## src/pkg/sls_pkg.sv

```systemverilog
// constants, types and field layouts for the serial link supervisor
// Summary of operation
// - reply delayed by wait time plus check time
// - character: start, 7/8 data, parity, 1/2 stop
// - fast instructions checked in under 20 ms
// - nonvolatile frequency access checked under 40 ms
// - errors beyond retry limit trip, output off
// - retry limit 9999 gives alarm only
// - alarm pin needs function code 98/198
// - signal loss trips, shuts output, raises alarm
// - check interval 9999 disables loss checking
// - interval zero trips on entering network mode
// - interval 0.1 to 999.8 s enables loss detection
// - any frame clears the loss counter
// - loss checking starts at first frame
// - errored requests get a nak reply, not acted on
// - device only replies, never sends unprompted
// - mode read H7B returns 0, 1 or 2
// - mode write HFB selects network, external, panel
// - wait 9999 takes frame delay field times 10 ms
package sls_pkg;
	// clock and time base
	localparam int CLK_PERIOD_PS = 4000;
	localparam int MS_PS = 1000000000;
	localparam int MS_CYC = MS_PS / CLK_PERIOD_PS;
	localparam logic [19:0] WAIT_UNIT_MS = 20'h0000a;
	localparam logic [6:0] LOSS_UNIT_MS = 7'h64;
	localparam logic [19:0] CHK_FAST_MS = 20'h00013;
	localparam logic [19:0] CHK_NV_MS = 20'h00027;
	// special setting values
	localparam logic [15:0] SET_OFF = 16'h270f;
	localparam logic [15:0] CHK_ZERO = 16'h0000;
	localparam logic [7:0] TERM_POS = 8'h62;
	localparam logic [7:0] TERM_NEG = 8'hc6;
	// instruction codes and mode data
	localparam logic [7:0] INS_MODE_RD = 8'h7b;
	localparam logic [7:0] INS_MODE_WR = 8'hfb;
	localparam logic [15:0] MCODE_NET = 16'h0000;
	localparam logic [15:0] MCODE_EXT = 16'h0001;
	localparam logic [15:0] MCODE_PANEL = 16'h0002;
	// register byte addresses
	localparam logic [7:0] A_CFG = 8'h00;
	localparam logic [7:0] A_RETRY = 8'h04;
	localparam logic [7:0] A_CHECK = 8'h08;
	localparam logic [7:0] A_WAIT = 8'h0c;
	localparam logic [7:0] A_MODE = 8'h10;
	localparam logic [7:0] A_STATUS = 8'h14;
	localparam logic [7:0] A_CLEAR = 8'h18;
	// reset values
	localparam logic [15:0] RETRY_RST = 16'h0000;
	localparam logic [15:0] CHECK_RST = 16'h270f;
	localparam logic [15:0] WAIT_RST = 16'h270f;
	localparam logic [7:0] TERM_RST = 8'h00;
	// field positions
	localparam int CFG_FMT_LSB = 0;
	localparam int CFG_TERM_LSB = 8;
	localparam int ST_TRIP = 0;
	localparam int ST_ALARM = 1;
	localparam int ST_BUSY = 2;
	localparam int ST_ARMED = 3;
	localparam int ST_ERR_LSB = 16;
	localparam int CLR_BIT = 0;

	typedef enum logic [2:0] {
		MODE_NET, MODE_EXT, MODE_EXT_JOG, MODE_PANEL, MODE_COMBINED, MODE_PANEL_JOG
	} sls_mode_e;

	typedef struct packed {
		logic stop2;
		logic parity_odd;
		logic parity_en;
		logic data8;
	} sls_fmt_s;

	typedef struct packed {
		logic [7:0] instr;
		logic [15:0] data;
		logic [3:0] delay;
		logic nv;
	} sls_frame_s;

	typedef struct packed {
		logic nak;
		logic [7:0] instr;
		logic [15:0] data;
	} sls_reply_s;
endpackage : sls_pkg

```

## src/verilog/sls_tick.sv

```systemverilog
// millisecond enable pulse divided from the system clock
module sls_tick #(
	parameter int TICK_CYC = sls_pkg::MS_CYC
) (
	input wire logic clk,
	input wire logic rst,
	output logic ms_tick
);
	import sls_pkg::*;

	typedef struct packed {
		logic [17:0] cnt;
		logic tick;
	} sls_tick_s;

	sls_tick_s s, next_s;

	// free running divider, one pulse per wrap
	always_comb begin
		next_s = s;
		next_s.tick = 1'b0;
		if (s.cnt == 18'(TICK_CYC - 1)) begin
			next_s.cnt = '0;
			next_s.tick = 1'b1;
		end else begin
			next_s.cnt = s.cnt + 18'h00001;
		end
	end

	// state register
	always_ff @(posedge clk) begin
		if (rst) begin
			s <= '0;
		end else begin
			s <= next_s;
		end
	end

	assign ms_tick = s.tick;
endmodule : sls_tick

```

## src/verilog/sls_delay.sv

```systemverilog
// reply delay timer counted in millisecond ticks
module sls_delay (
	input wire logic clk,
	input wire logic rst,
	input wire logic ms_tick,
	input wire logic start,
	input wire logic [19:0] target,
	output logic done,
	output logic busy
);
	import sls_pkg::*;

	typedef struct packed {
		logic [19:0] cnt;
		logic [19:0] lim;
		logic run;
		logic done;
	} sls_delay_s;

	sls_delay_s s, next_s;

	// count whole ticks up to the latched limit
	always_comb begin
		next_s = s;
		next_s.done = 1'b0;
		if (start) begin
			next_s.cnt = '0;
			next_s.lim = target;
			next_s.run = 1'b1;
		end else if (s.run) begin
			if (s.cnt >= s.lim) begin
				next_s.run = 1'b0;
				next_s.done = 1'b1;
			end else if (ms_tick) begin
				next_s.cnt = s.cnt + 20'h00001;
			end
		end
	end

	// state register
	always_ff @(posedge clk) begin
		if (rst) begin
			s <= '0;
		end else begin
			s <= next_s;
		end
	end

	assign done = s.done;
	assign busy = s.run;
endmodule : sls_delay

```

## src/verilog/sls_top.sv

```systemverilog
// serial link supervisor: reply timing, retry limit, signal loss, operation mode
module sls_top #(
	parameter int TICK_CYC = sls_pkg::MS_CYC
) (
	input wire logic clk,
	input wire logic rst,
	// apb slave
	input wire logic psel,
	input wire logic penable,
	input wire logic pwrite,
	input wire logic [7:0] paddr,
	input wire logic [31:0] pwdata,
	output logic [31:0] prdata,
	output logic pready,
	output logic pslverr,
	// frames from the character receiver
	input wire logic frame_done,
	input wire logic frame_err,
	input wire sls_pkg::sls_frame_s frame,
	output logic frame_ready,
	// character format to the receiver and transmitter
	output sls_pkg::sls_fmt_s char_fmt,
	// reply request to the transmitter
	output logic reply_valid,
	output sls_pkg::sls_reply_s reply,
	// drive side
	input wire logic drive_reset_input,
	output logic link_fault_trip,
	output logic output_shutoff,
	output logic minor_alarm_output
);
	import sls_pkg::*;

	typedef struct packed {
		logic [31:0] prdata;
		sls_fmt_s fmt;
		logic [7:0] term_func;
		logic [15:0] retry;
		logic [15:0] check;
		logic [15:0] wait_set;
		sls_mode_e mode;
		logic was_net;
		logic armed;
		logic [6:0] loss_sub;
		logic [15:0] loss_cnt;
		logic [15:0] err_cnt;
		logic trip;
		logic alarm;
		logic term_pin;
		logic pend;
		sls_reply_s rep;
		logic rep_valid;
		logic rst_meta;
		logic rst_sync;
	} sls_state_s;

	sls_state_s s, next_s;

	logic ms_tick;
	logic dly_start;
	logic [19:0] dly_target;
	logic dly_done;
	logic dly_busy;

	// reply delay: waiting time plus data check time
	function automatic logic [19:0] reply_target(
		input logic [15:0] wait_set,
		input logic [3:0] fdelay,
		input logic nv
	);
		logic [19:0] w;
		logic [19:0] c;
		w = '0;
		c = '0;
		if (wait_set == SET_OFF) begin
			w = 20'(fdelay) * WAIT_UNIT_MS;
		end else begin
			w = 20'(wait_set) * WAIT_UNIT_MS;
		end
		c = nv ? CHK_NV_MS : CHK_FAST_MS;
		return w + c;
	endfunction : reply_target

	// operation mode as reported to the host
	function automatic logic [15:0] mode_code(input sls_mode_e m);
		logic [15:0] r;
		r = MCODE_PANEL;
		case (m)
			MODE_NET: r = MCODE_NET;
			MODE_EXT, MODE_EXT_JOG: r = MCODE_EXT;
			default: r = MCODE_PANEL;
		endcase
		return r;
	endfunction : mode_code

	// time base and reply timer
	sls_tick #(
		.TICK_CYC(TICK_CYC)
	) u_tick (
		.clk(clk),
		.rst(rst),
		.ms_tick(ms_tick)
	);

	sls_delay u_delay (
		.clk(clk),
		.rst(rst),
		.ms_tick(ms_tick),
		.start(dly_start),
		.target(dly_target),
		.done(dly_done),
		.busy(dly_busy)
	);

	// bus decode
	logic apb_setup;
	logic apb_wr;
	logic addr_hit;
	logic is_net;
	logic frame_any;
	logic take;
	logic [15:0] err_next;

	always_comb begin
		apb_setup = psel && !penable;
		apb_wr = psel && penable && pwrite;
		case (paddr)
			A_CFG, A_RETRY, A_CHECK, A_WAIT, A_MODE, A_STATUS, A_CLEAR: addr_hit = 1'b1;
			default: addr_hit = 1'b0;
		endcase
		is_net = (s.mode == MODE_NET);
		frame_any = frame_done || frame_err;
		take = frame_any && !s.pend;
		err_next = (s.err_cnt == 16'hffff) ? s.err_cnt : s.err_cnt + 16'h0001;
		dly_start = take;
		dly_target = reply_target(s.wait_set, frame.delay, frame.nv);
	end

	// next state
	always_comb begin
		next_s = s;
		next_s.rst_meta = drive_reset_input;
		next_s.rst_sync = s.rst_meta;
		next_s.rep_valid = 1'b0;
		next_s.was_net = is_net;

		// read data captured in setup, valid through the access phase
		if (apb_setup && !pwrite) begin
			case (paddr)
				A_CFG: begin
					next_s.prdata = '0;
					next_s.prdata[CFG_FMT_LSB +: 4] = s.fmt;
					next_s.prdata[CFG_TERM_LSB +: 8] = s.term_func;
				end
				A_RETRY: next_s.prdata = {16'h0000, s.retry};
				A_CHECK: next_s.prdata = {16'h0000, s.check};
				A_WAIT: next_s.prdata = {16'h0000, s.wait_set};
				A_MODE: next_s.prdata = {29'h0000000, s.mode};
				A_STATUS: begin
					next_s.prdata = '0;
					next_s.prdata[ST_TRIP] = s.trip;
					next_s.prdata[ST_ALARM] = s.alarm;
					next_s.prdata[ST_BUSY] = s.pend;
					next_s.prdata[ST_ARMED] = s.armed;
					next_s.prdata[ST_ERR_LSB +: 16] = s.err_cnt;
				end
				default: next_s.prdata = '0;
			endcase
		end

		// register writes
		if (apb_wr) begin
			case (paddr)
				A_CFG: begin
					next_s.fmt = pwdata[CFG_FMT_LSB +: 4];
					next_s.term_func = pwdata[CFG_TERM_LSB +: 8];
				end
				A_RETRY: next_s.retry = pwdata[15:0];
				A_CHECK: next_s.check = pwdata[15:0];
				A_WAIT: next_s.wait_set = pwdata[15:0];
				A_MODE: begin
					if (pwdata[2:0] <= 3'(MODE_PANEL_JOG)) begin
						next_s.mode = sls_mode_e'(pwdata[2:0]);
					end
				end
				A_CLEAR: begin
					if (pwdata[CLR_BIT]) begin
						next_s.trip = 1'b0;
						next_s.alarm = 1'b0;
						next_s.err_cnt = '0;
					end
				end
				default: ;
			endcase
		end

		// drive reset pin clears the fault state
		if (s.rst_sync) begin
			next_s.trip = 1'b0;
			next_s.alarm = 1'b0;
			next_s.err_cnt = '0;
		end

		// accept a request; errored ones are answered with nak only
		if (take) begin
			next_s.pend = 1'b1;
			next_s.rep.instr = frame.instr;
			next_s.rep.nak = frame_err;
			next_s.rep.data = '0;
			if (frame_err) begin
				next_s.rep.nak = 1'b1;
			end else if (frame.instr == INS_MODE_RD) begin
				next_s.rep.data = mode_code(s.mode);
			end else if (frame.instr == INS_MODE_WR) begin
				case (frame.data)
					MCODE_NET: next_s.mode = MODE_NET;
					MCODE_EXT: next_s.mode = MODE_EXT;
					MCODE_PANEL: next_s.mode = MODE_PANEL;
					default: next_s.rep.nak = 1'b1;
				endcase
			end
		end

		// reply leaves only after the timer ends
		if (dly_done && s.pend) begin
			next_s.pend = 1'b0;
			next_s.rep_valid = 1'b1;
		end

		// consecutive receive errors; a good frame resets the run
		if (frame_err) begin
			next_s.err_cnt = err_next;
			if (s.retry == SET_OFF) begin
				next_s.alarm = 1'b1;
			end else if (err_next > s.retry) begin
				next_s.trip = 1'b1;
				next_s.alarm = 1'b1;
			end
		end else if (frame_done) begin
			next_s.err_cnt = '0;
		end

		// loss checking armed by the first frame in network mode
		if (!is_net || !s.was_net) begin
			next_s.armed = 1'b0;
		end
		if (is_net && frame_any) begin
			next_s.armed = 1'b1;
		end

		// loss timer in 0.1 s steps, restarted by every frame
		if (frame_any || !s.armed) begin
			next_s.loss_sub = '0;
			next_s.loss_cnt = '0;
		end else if (ms_tick) begin
			if (s.loss_sub == LOSS_UNIT_MS - 7'h01) begin
				next_s.loss_sub = '0;
				if (s.loss_cnt != 16'hffff) begin
					next_s.loss_cnt = s.loss_cnt + 16'h0001;
				end
			end else begin
				next_s.loss_sub = s.loss_sub + 7'h01;
			end
		end

		// signal loss detection, disabled by the off value
		if (s.check != SET_OFF) begin
			if (s.check == CHK_ZERO) begin
				if (is_net) begin
					next_s.trip = 1'b1;
					next_s.alarm = 1'b1;
				end
			end else if (s.armed && !frame_any && s.loss_cnt >= s.check) begin
				next_s.trip = 1'b1;
				next_s.alarm = 1'b1;
			end
		end

		// alarm terminal only with its function code assigned
		case (s.term_func)
			TERM_POS: next_s.term_pin = next_s.alarm;
			TERM_NEG: next_s.term_pin = !next_s.alarm;
			default: next_s.term_pin = 1'b0;
		endcase
	end

	// state register
	always_ff @(posedge clk) begin
		if (rst) begin
			s <= '0;
			s.retry <= RETRY_RST;
			s.check <= CHECK_RST;
			s.wait_set <= WAIT_RST;
			s.term_func <= TERM_RST;
			s.mode <= MODE_EXT;
		end else begin
			s <= next_s;
		end
	end

	// outputs
	assign prdata = s.prdata;
	assign pready = 1'b1;
	assign pslverr = psel && penable && !addr_hit;
	assign frame_ready = !s.pend;
	assign char_fmt = s.fmt;
	assign reply_valid = s.rep_valid;
	assign reply = s.rep;
	assign link_fault_trip = s.trip;
	assign output_shutoff = s.trip;
	assign minor_alarm_output = s.term_pin;
endmodule : sls_top

```

## config.mk

```make
export PLATFORM = sky130hd
export DESIGN_NAME = sls_top
export DESIGN_NICKNAME = d
export VERILOG_FILES = /design/src/pkg/sls_pkg.sv /design/src/verilog/sls_tick.sv /design/src/verilog/sls_delay.sv /design/src/verilog/sls_top.sv
export SDC_FILE = /design/constraint.sdc
export NUM_CORES = 1
export LEC_CHECK = 0
export CAP_MARGIN = 20
export CORE_UTILIZATION = 45
export DETAILED_ROUTE_END_ITERATION = 16
export DONT_BUFFER_PORTS = 1
export PLACE_DENSITY_LB_ADDON = 0.12
export SYNTH_ARGS = -nofsm -noshare
export SYNTH_HDL_FRONTEND = slang
export SYNTH_HIERARCHICAL = 1
export SYNTH_SLANG_ARGS = --single-unit
export TNS_END_PERCENT = 20
```

## constraint.sdc

```tcl
create_clock -name clk -period 5.23 [get_ports clk]
set_clock_uncertainty 0.15 [all_clocks]
set_input_delay 0.2615 -clock clk [delete_from_list [all_inputs] [get_ports clk]]
set_output_delay 0.2615 -clock clk [all_outputs]
set_load 0.1 [all_outputs]
```

# ---- Word-level counts from Yosys, hierarchy flattened
# Cells that the tools add are included.
dict set report word_totals {
  regBits 229
  out_inout_bits 68
  input_bits 77
  wordCells 154
}
dict set report op_classes {
  mux 43
  n_addsub 6
  multipliers 2
  n_lt_le_gt_ge 4
  n_eq_ne 21
  bitwise_logic 2
  reduce_logical 45
}
# cell count
set ops {}
lappend ops {{32-bit one-hot mux with 6 select lines} 1}
lappend ops {{18-bit 2-to-1 mux} 4}
lappend ops {{16-bit 2-to-1 mux} 3}
lappend ops {{16-bit by 1-bit adder with 16-bit output, second input constant} 2}
lappend ops {{16-bit by 14-bit == test with 1-bit output, second input constant} 2}
lappend ops {{16-bit zero test} 2}
lappend ops {{8-bit by 5-bit == test with 1-bit output, second input constant} 3}
lappend ops {{3-bit 2-to-1 mux} 7}
lappend ops {{20-bit by 1-bit adder with 20-bit output, second input constant} 1}
lappend ops {{20-bit by 6-bit adder with 20-bit output} 1}
lappend ops {{20-bit greater-or-equal comparator} 1}
lappend ops {{2-bit 2-to-1 mux} 10}
lappend ops {{20-bit 2-to-1 mux} 1}
lappend ops {{16-bit by 3-bit multiplier with 19-bit output, second input constant} 1}
lappend ops {{18-bit by 1-bit adder with 18-bit output, second input constant} 1}
lappend ops {{18-bit == test, second input constant} 1}
lappend ops {{16-bit by 1-bit == test with 1-bit output, second input constant} 1}
lappend ops {{16-bit == test, second input constant} 1}
lappend ops {{16-bit by 2-bit == test with 1-bit output, second input constant} 1}
lappend ops {{8-bit by 4-bit == test with 1-bit output, second input constant} 2}
lappend ops {{8-bit by 7-bit == test with 1-bit output, second input constant} 2}
lappend ops {{8-bit == test, second input constant} 2}
lappend ops {{16-bit greater-or-equal comparator} 1}
lappend ops {{16-bit greater-than comparator} 1}
lappend ops {{other kinds (28)} 71}

# ---- Logic depth before layout (Yosys ltp)
# Gate-level depths: netlist of run 1.
dict set report logic_depth {
  depth_word 12
  mapped_depth 17
  ltp_nobuf 16
}

# ---- Cells and area by module
# The synthesis of run 1 kept the hierarchy.
# mod area_per_inst_um2 seq_area_each_um2 instances cells_per_inst
set modules_own_cells {}
lappend modules_own_cells {sls_top 9520.4 3083.0 1 1189}
lappend modules_own_cells {sls_delay 2331.0 840.8 1 264}
lappend modules_own_cells {sls_tick 852.1 380.4 1 94}

# ---- Least setup slack after synthesis of run 1
# OpenSTA, ideal clock, no wires.
dict set report synth_timing {
  kind {register to register}
  from {reg s[36] in the netlist's numbering}
  to {reg s, in the netlist minor_alarm_output}
  period_less_slack_ps 3664
  n_path_buf 1
  path_slack_ps 1566
  setup_ps 70
  required_time_ps 5010
  arrival_time_ps 3444
  stages_incl_launch_ff 18
  path_cell_list {dfxtp_1 > buf_2 > and4_1 > and4_1 > and2_1 > nand4_1 > nand2_1 > nor2_1 > xor2_1 > ha_1 > nand4_1 > or2_2 > nor2_1 > o21ai_0 > o211ai_1 > a211oi_1 > or4b_1 > a21oi_1}
}
dict set report synth_via {
  elab_chain_len 11
  elab_cells_between_ends 13
  classes_between {add/sub (1); order compare (1); eq/ne (1); mux (9); reduce/logical (1)}
}
# element line_no
set synth_rtl {}
lappend synth_rtl {{start, declared} sls_top.sv:57} ;# sls_state_s s, next_s;
lappend synth_rtl {{start signal, assigned} sls_top.sv:297} ;# s <= next_s;
lappend synth_rtl {{16-bit by 1-bit adder with 16-bit output / 16-bit == test (equally long branches)} sls_top.sv:134} ;# err_next = (s.err_cnt == 16'hffff) ? s.err_cnt : s.err_cnt + 16'h0001;
lappend synth_rtl {{16-bit 2-to-1 mux *} sls_top.sv:134}
lappend synth_rtl {{16-bit greater-than comparator *} sls_top.sv:235} ;# end else if (err_next > s.retry) begin
lappend synth_rtl {{2-bit 2-to-1 mux *} sls_top.sv:235}
lappend synth_rtl {{1-bit 2-to-1 mux *} sls_top.sv:233} ;# if (s.retry == SET_OFF) begin
lappend synth_rtl {{2-bit 2-to-1 mux *} sls_top.sv:231} ;# if (frame_err) begin
lappend synth_rtl {{2-bit 2-to-1 mux (on tied branches)} {sls_top.sv:273, sls_top.sv:269}}
lappend synth_rtl {{2-bit 2-to-1 mux} sls_top.sv:268} ;# if (s.check == CHK_ZERO) begin
lappend synth_rtl {{2-bit 2-to-1 mux *} sls_top.sv:267} ;# if (s.check != SET_OFF) begin
lappend synth_rtl {{1-bit zero test} sls_top.sv:282} ;# TERM_NEG: next_s.term_pin = !next_s.alarm;
lappend synth_rtl {{1-bit one-hot mux with 2 select lines *} sls_top.sv:280} ;# case (s.term_func)
# Every way passes the cells marked *; elsewhere a longest branch is shown, timed or not.
# A chain may end at the register's enable or synchronous reset.

# ---- Worst setup path in the final report of run 1
# Ends and elaborated chain as after synthesis.

==> summary.txt, run 1 <==
Run status
  • Outcome: complete, but fails checks
  • Violated checks: negative hold slack

CTS
  • Clock sink count: 215
  • TritonCTS buffer count: 26
  • Htree depth: 1
  • CTS tree: done
  • CTS hold repair buffers: 48
  • Worst skew pair latency: between 0.5 and 0.6 ns
  • Post-CTS Setup Repair Bufs: 0
  • Post-cts sizing count: 0
  • Root buffer cell: clkbuf_16
  • Reg clk slew, reported paths: approximately 0.06 ns
  • Maximum clock path buffer count: 3

Placement
  • Port-buffer cells: 0
  • Dpl hpwl: approximately 23 mm
  • DP Area: about 0.013 sq mm
  • GP Congestion: between 0.8 and 0.9
  • Cells after DPL: 1820

Die
  • I/O pin total: between 100 and 150
  • Core area: around 0.028 sq mm
  • Horiz. Die Dim: 170.0 um
  • DIE AREA: slightly below 0.03 sq mm
  • FP Rows: 61
  • Die Span Y: approximately 170 um
  • Initial Util: a little under half

STA
  • Setup violations, final: 0
  • Final min period: around 4.0 ns
  • Setup Total Neg Slack: 0 ns
  • Final Slew Violations: 0
  • Setup repair after global routing missed its margin: no
  • Period utilization: slightly below 80%
  • Rel. slew slack: ~22%
  • Tightest Pin Transition: around 1.2 ns
  • Hold Worst Slack: -0.01892 ns
  • Fmax: around 250 MHz
  • Endpoints failing hold: 3

Drt
  • DR iter-0 viols: between 600 and 700
  • Avg Vias per Cell: ~5.5
  • Pre-Repair DR Iteration Count: 5
  • DRT Wirelength: between 30 and 40 mm
  • Post-DRT Antenna Nets: 0
  • Wire per inst: 16.88 um
  • Drc violations: 0
  • Via total after detailed routing: 10630

Global route
  • GRT Overall Usage: between 20% and 30%
  • Largest net degree at the start of global routing: ~120
  • First-pass GRT wire length: roughly 52 mm
  • Initial antenna violation count: 1
  • Vias in the first global route: just under 10000
  • Global route overflow: 0

Final layout
  • Non-Filler Instances: 1918
  • Final core utilization: 50.50%
  • Nets: 1691
  • Layout cell share with drive strength beyond 1: between 6 and 7%
  • Post-route cell area: about 0.014 sq mm
  • Area Growth Syn to Fin: 10.45%

Yosys
  • Syn avg cell area: a little over 8 sq um
  • Synth top area share: between 30% and 40%
  • Primary FF master, synth: dfxtp_1
  • Unique masters post-synth: 82
  • Count leader, synth: dfxtp_1
  • Post-synthesis sequential area ratio: roughly a third
  • Ys Warns: 6
  • Mapped Cells: around 1500
  • EDFF count, synth: 0
  • Flops & latches, synth: 215
  • Cell Area, Synth: roughly 0.013 sq mm
  • Leading area contributor after synthesis: dfxtp_1
  • Post-synth top cells: 215 x dfxtp_1, 200 x nand2_1, 162 x nor2_1, 111 x a21oi_1, 92 x ha_1
  • FFs w/ async S/R, synth: 0%
  • Synth top area cells: dfxtp_1 34%, ha_1 9.1%, nand2_1 5.9%

Critical path
  • CP startpoint kind: register
  • CP required: 5.54 ns
  • WP data arrival: roughly 4.4 ns
  • Path type of the worst setup path: register to register
  • Critical path endpoint category: register
  • Critical path fanouts, max: 10

Pwr
  • Leak Pwr: between 5 and 6 nW
  • Switch Pwr: approximately 1.1 mW
  • Maximum VDD drop: roughly 220 uV
  • Clock share of power: 49.1%
  • Internal: between 3 and 4 mW
  • Part of the power in registers: 42.5%
  • Switching share of power: between 20% and 30%
  • Power Dens Cells: roughly 300 mW/mm^2
  • Comb power frac: under 10%

Run
  • Max cap viols: 0

Worst hold path
  • Worst min path class: primary input to register
[cells in the final DEF, fill, tap and decap left out, types with 9 or more instances in the layout]
master         netlist  final
dfxtp_1            215    214
nand2_1            200    200
nor2_1             162    162
a21oi_1            111    110
ha_1                92     92
inv_1               76     76
mux2i_1             51     51
nand3_1             48     48
dlygate4sd3_1        0     47
xnor2_1             45     45
o21ai_0             38     38
nor3_1              34     34
nand4_1             33     33
xor2_1              27     27
clkbuf_16            0     27
or4_1               23     23
a22oi_1             21     21
a21o_1              20     20
and3_1              18     18
nor4_1              17     17
o31ai_1             16     16
conb_1               2     16
o211ai_1            15     15
a31oi_1             14     14
nand2b_1            10     10
a221oi_1            10     10
or3_1               10     10
buf_4               64      9
[area by class of cell]
cell class | count | area (sq um)
Sequential cell | 215 | 4305
Multi-Input combinational cell | 1142 | 7403
Tap cell | 378 | 473.0
Inverter | 76 | 285.3
Fill cell | 2708 | 13750
Clock inverter | 14 | 232.7
Antenna cell | 1 | 2.502
Clock buffer | 34 | 752.0
Timing Repair Buffer | 58 | 576.8
[metal layers]
metal | routed length (um) | GRT usage, % | share of wire (%)
met1 | 15360 | 30.73 | 47
met2 | 14730 | 36.67 | 45
met3 | 1821 | 3.628 | 5.6
met4 | 458 | 4.152 | 1.4
met5 | 13 | 0 | 0.040
[flip-flops by register name, summed over array words and instances, names as in the netlist]
signal / count
s: 103
link_fault_trip: 1
reply_valid: 1
minor_alarm_output: 1
char_fmt: 4
u_delay/busy: 1
u_tick/ms_tick: 1
reply: 11
next_s: 1
u_tick/s: 18
prdata: 32
u_delay/s: 40
u_delay/done: 1
[per-stage QoR]
| step | total power, mW | hold WS [ns] | setup WS, ns |
|---|---|---|---|
| after global placement | 2.080 | 0.2054 | 1.281 |
| after global routing | 4.292 | 0.02354 | 0.8818 |
| final | 4.148 | -0.01892 | 1.184 |
| after CTS | 4.186 | 0.0007347 | 1.173 |
| after detailed placement | 2.086 | 0.2059 | 1.201 |
| after floorplan | 2.084 | 0.1839 | 1.566 |
[cell families (layout without fill, tap and decap cells)]
family,after synthesis,count (layout),share of synthesized area (%)
AOI/OAI and AO/OA,293,293,15.00
xor gates and xnor gates,72,72,4.964
adders and majority gates,95,95,9.534
buffers and inverters,204,182,8.283
DFF,215,215,33.88
muxes,57,57,4.934
other,2,17,0.05912
and+or+nand+nor,609,609,23.34
[path summary, 6_finish.rpt]
kind,start,to,slack [ns],depth (start not counted)
hold / removal,rst,u_delay/s[5],-0.02,2
hold reg to reg,next_s[0],s[0],0.30,1
setup / recovery,s[36],minor_alarm_output,1.18,16
setup reg to reg,s[36],minor_alarm_output,1.18,16
[worst max-delay path, stage by stage (launching register included)]
cell,delay [ns]
dfxtp_1,0.52
and4_1,0.29
and4_1,0.21
and2_1,0.19
and3_1,0.25
a21oi_2,0.12
and3_1,0.23
xor2_1,0.15
ha_1,0.30
nand4_1,0.09
or2_2,0.29
nor2_1,0.15
o21ai_0,0.11
o211ai_1,0.13
a211oi_1,0.18
or4b_1,0.49
a21oi_1,0.12
[power by group through the flow]
stage                     Sequential (mW)  Combinational, mW  Clock, mW
after floorplan                      1.72              0.364          0
after global placement               1.80              0.283          0
after detailed placement             1.80              0.288          0
after CTS                            1.76              0.348       2.08
after global routing                 1.76              0.380       2.15
final                                1.76              0.348       2.04
Power figures use the tool's default switching activity.
==> inputs of run 2 (changes only) <==
Settings changed: ABC_AREA set to 1.
Clock period 5.23 ns to 3.3 ns, I/O delays scaled along.
==> run 2 against run 1 <==
The run now ends clean. Combinational power up 73%. Worst setup slack worse by 0.95 ns. Design area up 8.8%. Maximum frequency up 32%. Sequential power up 60%. Via count up 17%. Core utilization up 0.59 points. Critical path type unchanged.
==> summary.txt, run 2 <==
Drt
  • Avg Vias per Cell: 5.154 (-7.0%)
  • Via total after detailed routing: 12450 (+17%)
  • Post-DRT Antenna Nets: 0 (unchanged)
  • DR iter-0 viols: 783 (+25%)
  • Wire per inst: 15.71 um (-6.9%)
  • Pre-Repair DR Iteration Count: 6 (+1)
  • DRT Wirelength: 37.94 mm (+17%)
  • Drc violations: 0 (unchanged)

Final layout
  • Post-route cell area: 0.01527 sq mm (+8.8%)
  • Nets: 2180 (+29%)
  • Area Growth Syn to Fin: 11.11%
  • Non-Filler Instances: 2415 (+26%)
  • Largest register FFs: 103 (unchanged)
  • Biggest register: s
  • Layout cell share with drive strength beyond 1: 9.980% (+3.7 points)
  • Layout fillers: 3046 (+12%)
  • Commonest cells after routing, fill and taps aside: 435 x nand2_1, 234 x inv_1, 214 x dfxtp_1
  • Most common cell after layout, fill and taps aside: nand2_1

CTS
  • TritonCTS buffer count: 27 (+3.8%)
  • Post-CTS Setup Repair Bufs: 0 (unchanged)
  • CTS tree: done
  • Root buffer cell: clkbuf_16
  • Reg clk slew, reported paths: 0.06 ns (about the same)
  • Worst skew pair latency: 0.55 ns (+0.02 ns)
  • Maximum clock path buffer count: 3 (unchanged)
  • Htree depth: 1 (unchanged)
  • Clock sink count: 215 (unchanged)

STA
  • Period utilization: 92.97% (+16 points)
  • Tightest Pin Transition: 1.039 ns (-0.1361 ns)
  • Fmax: 325.9 MHz (+32%)
  • Setup repair after global routing missed its margin: yes
  • Hold Worst Slack: 0.02934 ns (+0.04826 ns)
  • Setup violations, final: 0 (unchanged)
  • Endpoints failing hold: 0 (-3)
  • Final Slew Violations: 0 (unchanged)
  • Rel. slew slack: 30.65% (+8.9 points)
  • Final min period: 3.068 ns (-0.9781 ns)

Pwr
  • Part of the power in registers: 45.2% (+2.7 points)
  • Leak Pwr: 6.505 nW (+17%)
  • Power Dens Cells: 407.6 mW/mm^2 (+38%)
  • Switching share of power: 27.88% (+2.3 points)
  • Switch Pwr: 1.735 mW (+63%)
  • Maximum VDD drop: 338.5 uV (+56%)
  • Clock share of power: 45.1% (-4.0 points)
  • Comb power frac: 9.7% (+1.3 points)
  • Internal: 4.487 mW (+45%)

Worst hold path
  • Hold depth: 5 (+3)
  • Worst min path class: primary input to register
  • Hold Path Origin: frame[0]

Yosys
  • Unique masters post-synth: 49 (-40%)
  • Leading area contributor after synthesis: dfxtp_1
  • Ys Warns: 6 (unchanged)
  • Post-synthesis sequential area ratio: 31.33% (-2.6 points)
  • EDFF count, synth: 0 (unchanged)
  • FFs w/ async S/R, synth: 0% (unchanged)
  • Syn avg cell area: 6.904 sq um (-16%)
  • Mapped Cells: 1990 (+29%)
  • Cell Area, Synth: 0.01374 sq mm (+8.2%)
  • Synth top area share: 31.33% (-2.6 points)
  • Synth top area cells: dfxtp_1 31%, nand2_1 12%, ha_1 8.4%
  • Primary FF master, synth: dfxtp_1
  • Flops & latches, synth: 215 (unchanged)
  • Post-synth top cells: 435 x nand2_1, 235 x inv_1, 215 x dfxtp_1, 174 x a21oi_1, 172 x nor2_1
  • Count leader, synth: nand2_1

Critical path
  • Top cell family by delay on the critical path: adder cells
  • Path type of the worst setup path: register to register
  • CP startpoint kind: register
  • Biggest cell delay along the critical path: 0.44 ns (-0.08 ns)
  • Cells on worst reg2reg path: 13 (-3)
  • CP required: 3.52 ns (-2.02 ns)
  • Worst flop-to-flop path startpoint: s[77]
  • Critical path fanouts, max: 5 (-5)
  • Critical path endpoint category: register
  • Worst path depth: 13 (-3)
  • CP most frequent cell: ha_1
  • Worst Setup SP: s[77]
  • WP data arrival: 3.29 ns (-1.06 ns)
  • Slowest cell on crit path: fa_1
  • Buf/Inv on CP: 0 (unchanged)
  • Critical-path cell list: ha_1 -> ha_1 -> fa_1 -> nor2_1 -> nor2_1 -> ha_1 -> a21oi_1 -> or2_4 -> nand2_4 -> nand2_4 -> xor2_1 -> o21ai_0 -> a21oi_1

Run
  • Max cap viols: 0 (unchanged)

Global route
  • Initial antenna violation count: 1 (unchanged)
  • Vias in the first global route: 11480 (+16%)
  • Largest net degree at the start of global routing: 89 (-28%)
  • GRT Overall Usage: 24.21% (+1.9 points)
  • Global route overflow: 0 (unchanged)
  • First-pass GRT wire length: 60.58 mm (+17%)

Die
  • I/O pin total: 145 (unchanged)
  • Die Span Y: 176.7 um (+4.0%)
  • Initial Util: 45.99% (+0.26 points)
  • DIE AREA: 0.03124 sq mm (+8.1%)
  • Core area: 0.02987 sq mm (+7.5%)
  • FP Rows: 63 (+3.3%)
  • Horiz. Die Dim: 176.7 um (+4.0%)

Placement
  • GP Congestion: 0.9079 (+10%)
  • DP Area: 0.01389 sq mm (+11%)
  • Port-buffer cells: 0 (unchanged)
  • Cells after DPL: 2317 (+27%)
  • Dpl hpwl: 28.04 mm (+20%)

Run status
  • Outcome: complete, no violations
-- run 2: cell count changes after synthesis, sizes merged, moves of 16 or more --
cell   change
a22oi     -22
o31ai     -16
nand3     +69
inv      +174
a21o      -19
nand2    +259
nor2      +44
xnor2     -29
mux2i     -51
and3      -18
or4       -25
a21oi     +61
o21ai     +90
-- run 2: worst paths after layout --
path / endpoint / slack [ns]
setup / recovery: u_delay/s[14] / 0.23
hold / removal: u_delay/s[6] / 0.03
setup reg to reg: u_delay/s[14] / 0.23
hold reg to reg: s[0] / 0.27
-- run 2: kinds of logic after synthesis --
group / after synthesis / synth area share [%]
AND/OR/NAND/NOR: 893 / 29.86
buffers and inverters: 372 / 12.40
AO/OA/AOI/OAI: 360 / 14.11
flip-flops: 215 / 31.33
adder cells (fa/ha/maj): 95 / 8.815
XOR/XNOR: 53 / 3.433
other: 2 / 0.05466
-- run 2: final cells by class --
cell class | instances | area [sq um] | share of cell area (%)
diodes | 1 | 2.502 | 0.01639
multi-input cells | 1417 | 7814 | 51.18
inverters | 250 | 938.4 | 6.147
repair buffers | 97 | 880.8 | 5.770
clock inverters | 8 | 83.83 | 0.5491
clock buffers | 37 | 753.2 | 4.934
well taps | 390 | 488.0 | 3.196
flip-flops and latches | 215 | 4305 | 28.20
-- run 2: metrics by stage --
step | setup TNS [ns] | total power, mW | worst slack (ns) | util (%)
6_report | 0 | 6.222 | 0.2319 | 51.10
3_5_place_dp | 0 | 3.394 | 0.2213 | 46.48
2_1_floorplan | 0 | 3.351 | 0.4263 | -
5_1_grt | -0.01297 | 6.469 | -0.01126 | 51.10
3_3_place_gp | 0 | 3.388 | 0.2409 | 46.48
4_1_cts | 0 | 6.291 | 0.1923 | 51.06
-- run 2: layer usage --
metal  up-vias  share of wire, %  GRT usage (%)
li1       6458                 -              -
met1      5658                45          31.07
met2       262                48          41.63
met3        68               4.6          3.222
met4         0               3.1          7.902
met5         -                 0              0
-- run 2: worst register-to-register path: stages (launching register included) --
cell	delay (ns)
dfxtp_1	0.31
ha_1	0.29
ha_1	0.25
fa_1	0.44
nor2_1	0.12
nor2_1	0.05
ha_1	0.35
a21oi_1	0.11
or2_4	0.26
nand2_4	0.11
nand2_4	0.06
xor2_1	0.13
o21ai_0	0.19
a21oi_1	0.06
-- run 2: power by group through the flow --
stage	logic [mW]	registers, mW	clock network, mW
after floorplan	0.604	2.75	0
after global placement	0.519	2.87	0
after detailed placement	0.524	2.87	0
after CTS	0.599	2.81	2.88
after global routing	0.663	2.82	2.99
final	0.602	2.82	2.81
-- run 2: timing repair --
action                                  4_1_cts  5_1_grt
endpoints found under the setup margin        0        6
hold buffers                                 52        0
hold endpoints to repair                    169        0
resized for setup                             0        4
==> inputs of run 3 (changes only) <==
Settings changed: GPL_ROUTABILITY_DRIVEN set to 0.
Clock period 3.3 ns to 2.74 ns, I/O delays scaled along.
==> run 3 against run 2 <==
The run now ends with negative setup slack left. Combinational power rose by 59%. Design area rose by 12%. Global-route usage rose by 1.4 points. Critical path type unchanged. Largest cell class unchanged.
==> summary.txt, run 3 (synthesized netlist as in run 2, its figures left out) <==
Final layout
  • Largest register FFs: 103 (unchanged)
  • Commonest cells after routing, fill and taps aside: 423 x nand2_1, 234 x inv_1, 202 x dfxtp_1
  • Layout cell share with drive strength beyond 1: 18.79% (+8.8 points)
  • Biggest register: s
  • Area Growth Syn to Fin: 25.00%
  • Most common cell after layout, fill and taps aside: nand2_1
  • Nets: 2367 (+8.6%)

STA
  • Final Slew Violations: 0 (unchanged)
  • Fmax: 342.1 MHz (+5.0%)
  • Setup repair after global routing missed its margin: yes
  • Final min period: 2.923 ns (-0.1451 ns)
  • Setup ws final: -0.1830 ns (-0.4149 ns)
  • Endpoints failing hold: 0 (unchanged)
  • Rel. slew slack: 28.48% (-2.2 points)
  • Setup violations, final: 16 (+16)
  • Period utilization: 106.7% (+14 points)
  • Tightest Pin Transition: 1.071 ns (+0.03254 ns)

Pwr
  • Switch Pwr: 2.110 mW (+22%)
  • Clock share of power: 44.4% (-0.7 points)
  • Internal: 5.436 mW (+21%)
  • Maximum VDD drop: 498.1 uV (+47%)
  • Comb power frac: 12.7% (+3.0 points)
  • Switching share of power: 27.96% (+0.077 points)
  • Leak Pwr: 7.556 nW (+16%)
  • Tot Pwr: 7.546 mW (+21%)
  • Power Dens Cells: 439.4 mW/mm^2 (+7.8%)
  • Part of the power in registers: 42.9% (-2.3 points)

CTS
  • CTS tree: done
  • Maximum clock path buffer count: 3 (unchanged)
  • Clock sink count: 215 (unchanged)
  • Reg clk slew, reported paths: 0.06 ns (about the same)
  • Worst skew pair latency: 0.55 ns (about the same)
  • Htree depth: 1 (unchanged)
  • Root buffer cell: clkbuf_16
  • TritonCTS buffer count: 26 (-3.7%)

Die
  • FP Rows: 63 (unchanged)
  • Core area: 0.02987 sq mm (unchanged)
  • Horiz. Die Dim: 176.7 um (unchanged)
  • Die Span Y: 176.7 um (unchanged)
  • Initial Util: 45.99% (unchanged)
  • DIE AREA: 0.03124 sq mm (unchanged)
  • I/O pin total: 145 (unchanged)

Drt
  • Pre-Repair DR Iteration Count: 5 (-1)
  • Post-DRT Antenna Nets: 0 (unchanged)
  • Via total after detailed routing: 13420 (+7.8%)
  • Avg Vias per Cell: 5.150 (about the same)
  • Wire per inst: 15.72 um (about the same)
  • DRT Wirelength: 40.94 mm (+7.9%)
  • DR iter-0 viols: 745 (-4.9%)
  • Drc violations: 0 (unchanged)

Critical path
  • Critical-path cell list: ha_4 -> ha_4 -> fa_2 -> nor2_2 -> nor2_1 -> ha_1 -> inv_1 -> nor2_2 -> nand3_2 -> nand3_4 -> nand3_2 -> xor2_1 -> o21ai_1 -> a21oi_1
  • CP required: 2.98 ns (-0.54 ns)
  • Slowest cell on crit path: fa_2
  • CP startpoint kind: register
  • Critical path fanouts, max: 5 (unchanged)
  • WP data arrival: 3.16 ns (-0.13 ns)
  • Path type of the worst setup path: register to register
  • Critical path endpoint category: register
  • Biggest cell delay along the critical path: 0.45 ns (about the same)

Global route
  • Global route overflow: 0 (unchanged)
  • Initial antenna violation count: 1 (unchanged)
  • Vias in the first global route: 12540 (+9.2%)
  • GRT Overall Usage: 25.59% (+1.4 points)
  • Largest net degree at the start of global routing: 89 (unchanged)
  • First-pass GRT wire length: 64.17 mm (+5.9%)

Placement
  • Port-buffer cells: 0 (unchanged)
  • DP Worst Slack: -0.2155 ns (-0.4368 ns)
  • Dpl hpwl: 29.93 mm (+6.7%)

Run status
  • Violated checks: negative setup slack
  • Outcome: complete, but fails checks

Run
  • Max cap viols: 0 (unchanged)

Worst hold path
  • Worst min path class: primary input to register
run 3: changes by cell type in the layout (fill, tap and decap cells not counted), sizes merged:
cell and change:
clkinv +4, inv -2, dlygate4sd3 +46, clkinvlp +1, clkbuf -1, dlymetal6s4s +1, buf +141
run 3: repair_timing:
item	4_1_cts	5_1_grt
gates cloned	0	0
resized for setup	15	85
setup endpoints to repair	16	38
hold buffers	98	0
setup buffers	1	10
hold endpoints to repair	180	0
pin swaps	12	28
run 3: worst paths after layout:
kind | slack, ns | depth (start not counted) | endpoint | from
max | -0.18 | 14 | u_delay/s[17] | s[79]
min | 0.03 | 6 | link_fault_trip | paddr[0]
max reg2reg | -0.18 | 14 | u_delay/s[17] | s[79]
min reg2reg | 0.32 | 1 | u_tick/s[1] | u_tick/s[1]
run 3: power by group through the flow:
stage / Clock [mW] / Sequential, mW / Combinational [mW]
floorplan: 0 / 3.31 / 0.731
global placement: 0 / 3.30 / 0.836
detailed placement: 0 / 3.30 / 0.845
CTS: 3.41 / 3.23 / 0.926
global route: 3.56 / 3.24 / 1.03
finish: 3.35 / 3.23 / 0.960
run 3: cell type report:
| class | count | area [sq um] |
|---|---|---|
| fill | 2833 | 12700 |
| multi-input combinational | 1417 | 8189 |
| sequential | 215 | 4320 |
| timing repair buffer | 285 | 2395 |
| inverter | 250 | 943.4 |
| clock buffer | 36 | 738.2 |
| tap | 390 | 488.0 |
| clock inverter | 11 | 97.59 |
| antenna | 1 | 2.502 |
run 3: worst max-delay path: cells and delay by family (launching register included):
kind	cells	cell delay (ns)
xor+xnor	1	0.16
flops	1	0.34
simple gates	6	0.67
compound gates	2	0.18
fa+ha+maj	4	1.22
buf+inv	1	0.08
run 3: per-layer routing:
layer  global-route usage [%]  wire length, um
met1                    31.84            17870
met2                    43.97            19650
met3                    3.995             1903
met4                    10.20             1517
met5                        0                0
run 3: stage by stage:
stage          cells  setup TNS [ns]  utilization (%)  cell area (sq um)  hold slack, ns
5_1_grt         2605          -4.109            57.49              17170         0.03838
3_5_place_dp    2448          -2.502            49.78              14870         0.06226
6_report        2605          -1.977            57.49              17170         0.02629
2_1_floorplan   2004        -0.07211                -              13820         0.06358
4_1_cts         2594          -1.552            56.10              16760         0.01485
3_3_place_gp    2448          -1.893            49.78              14870         0.06011
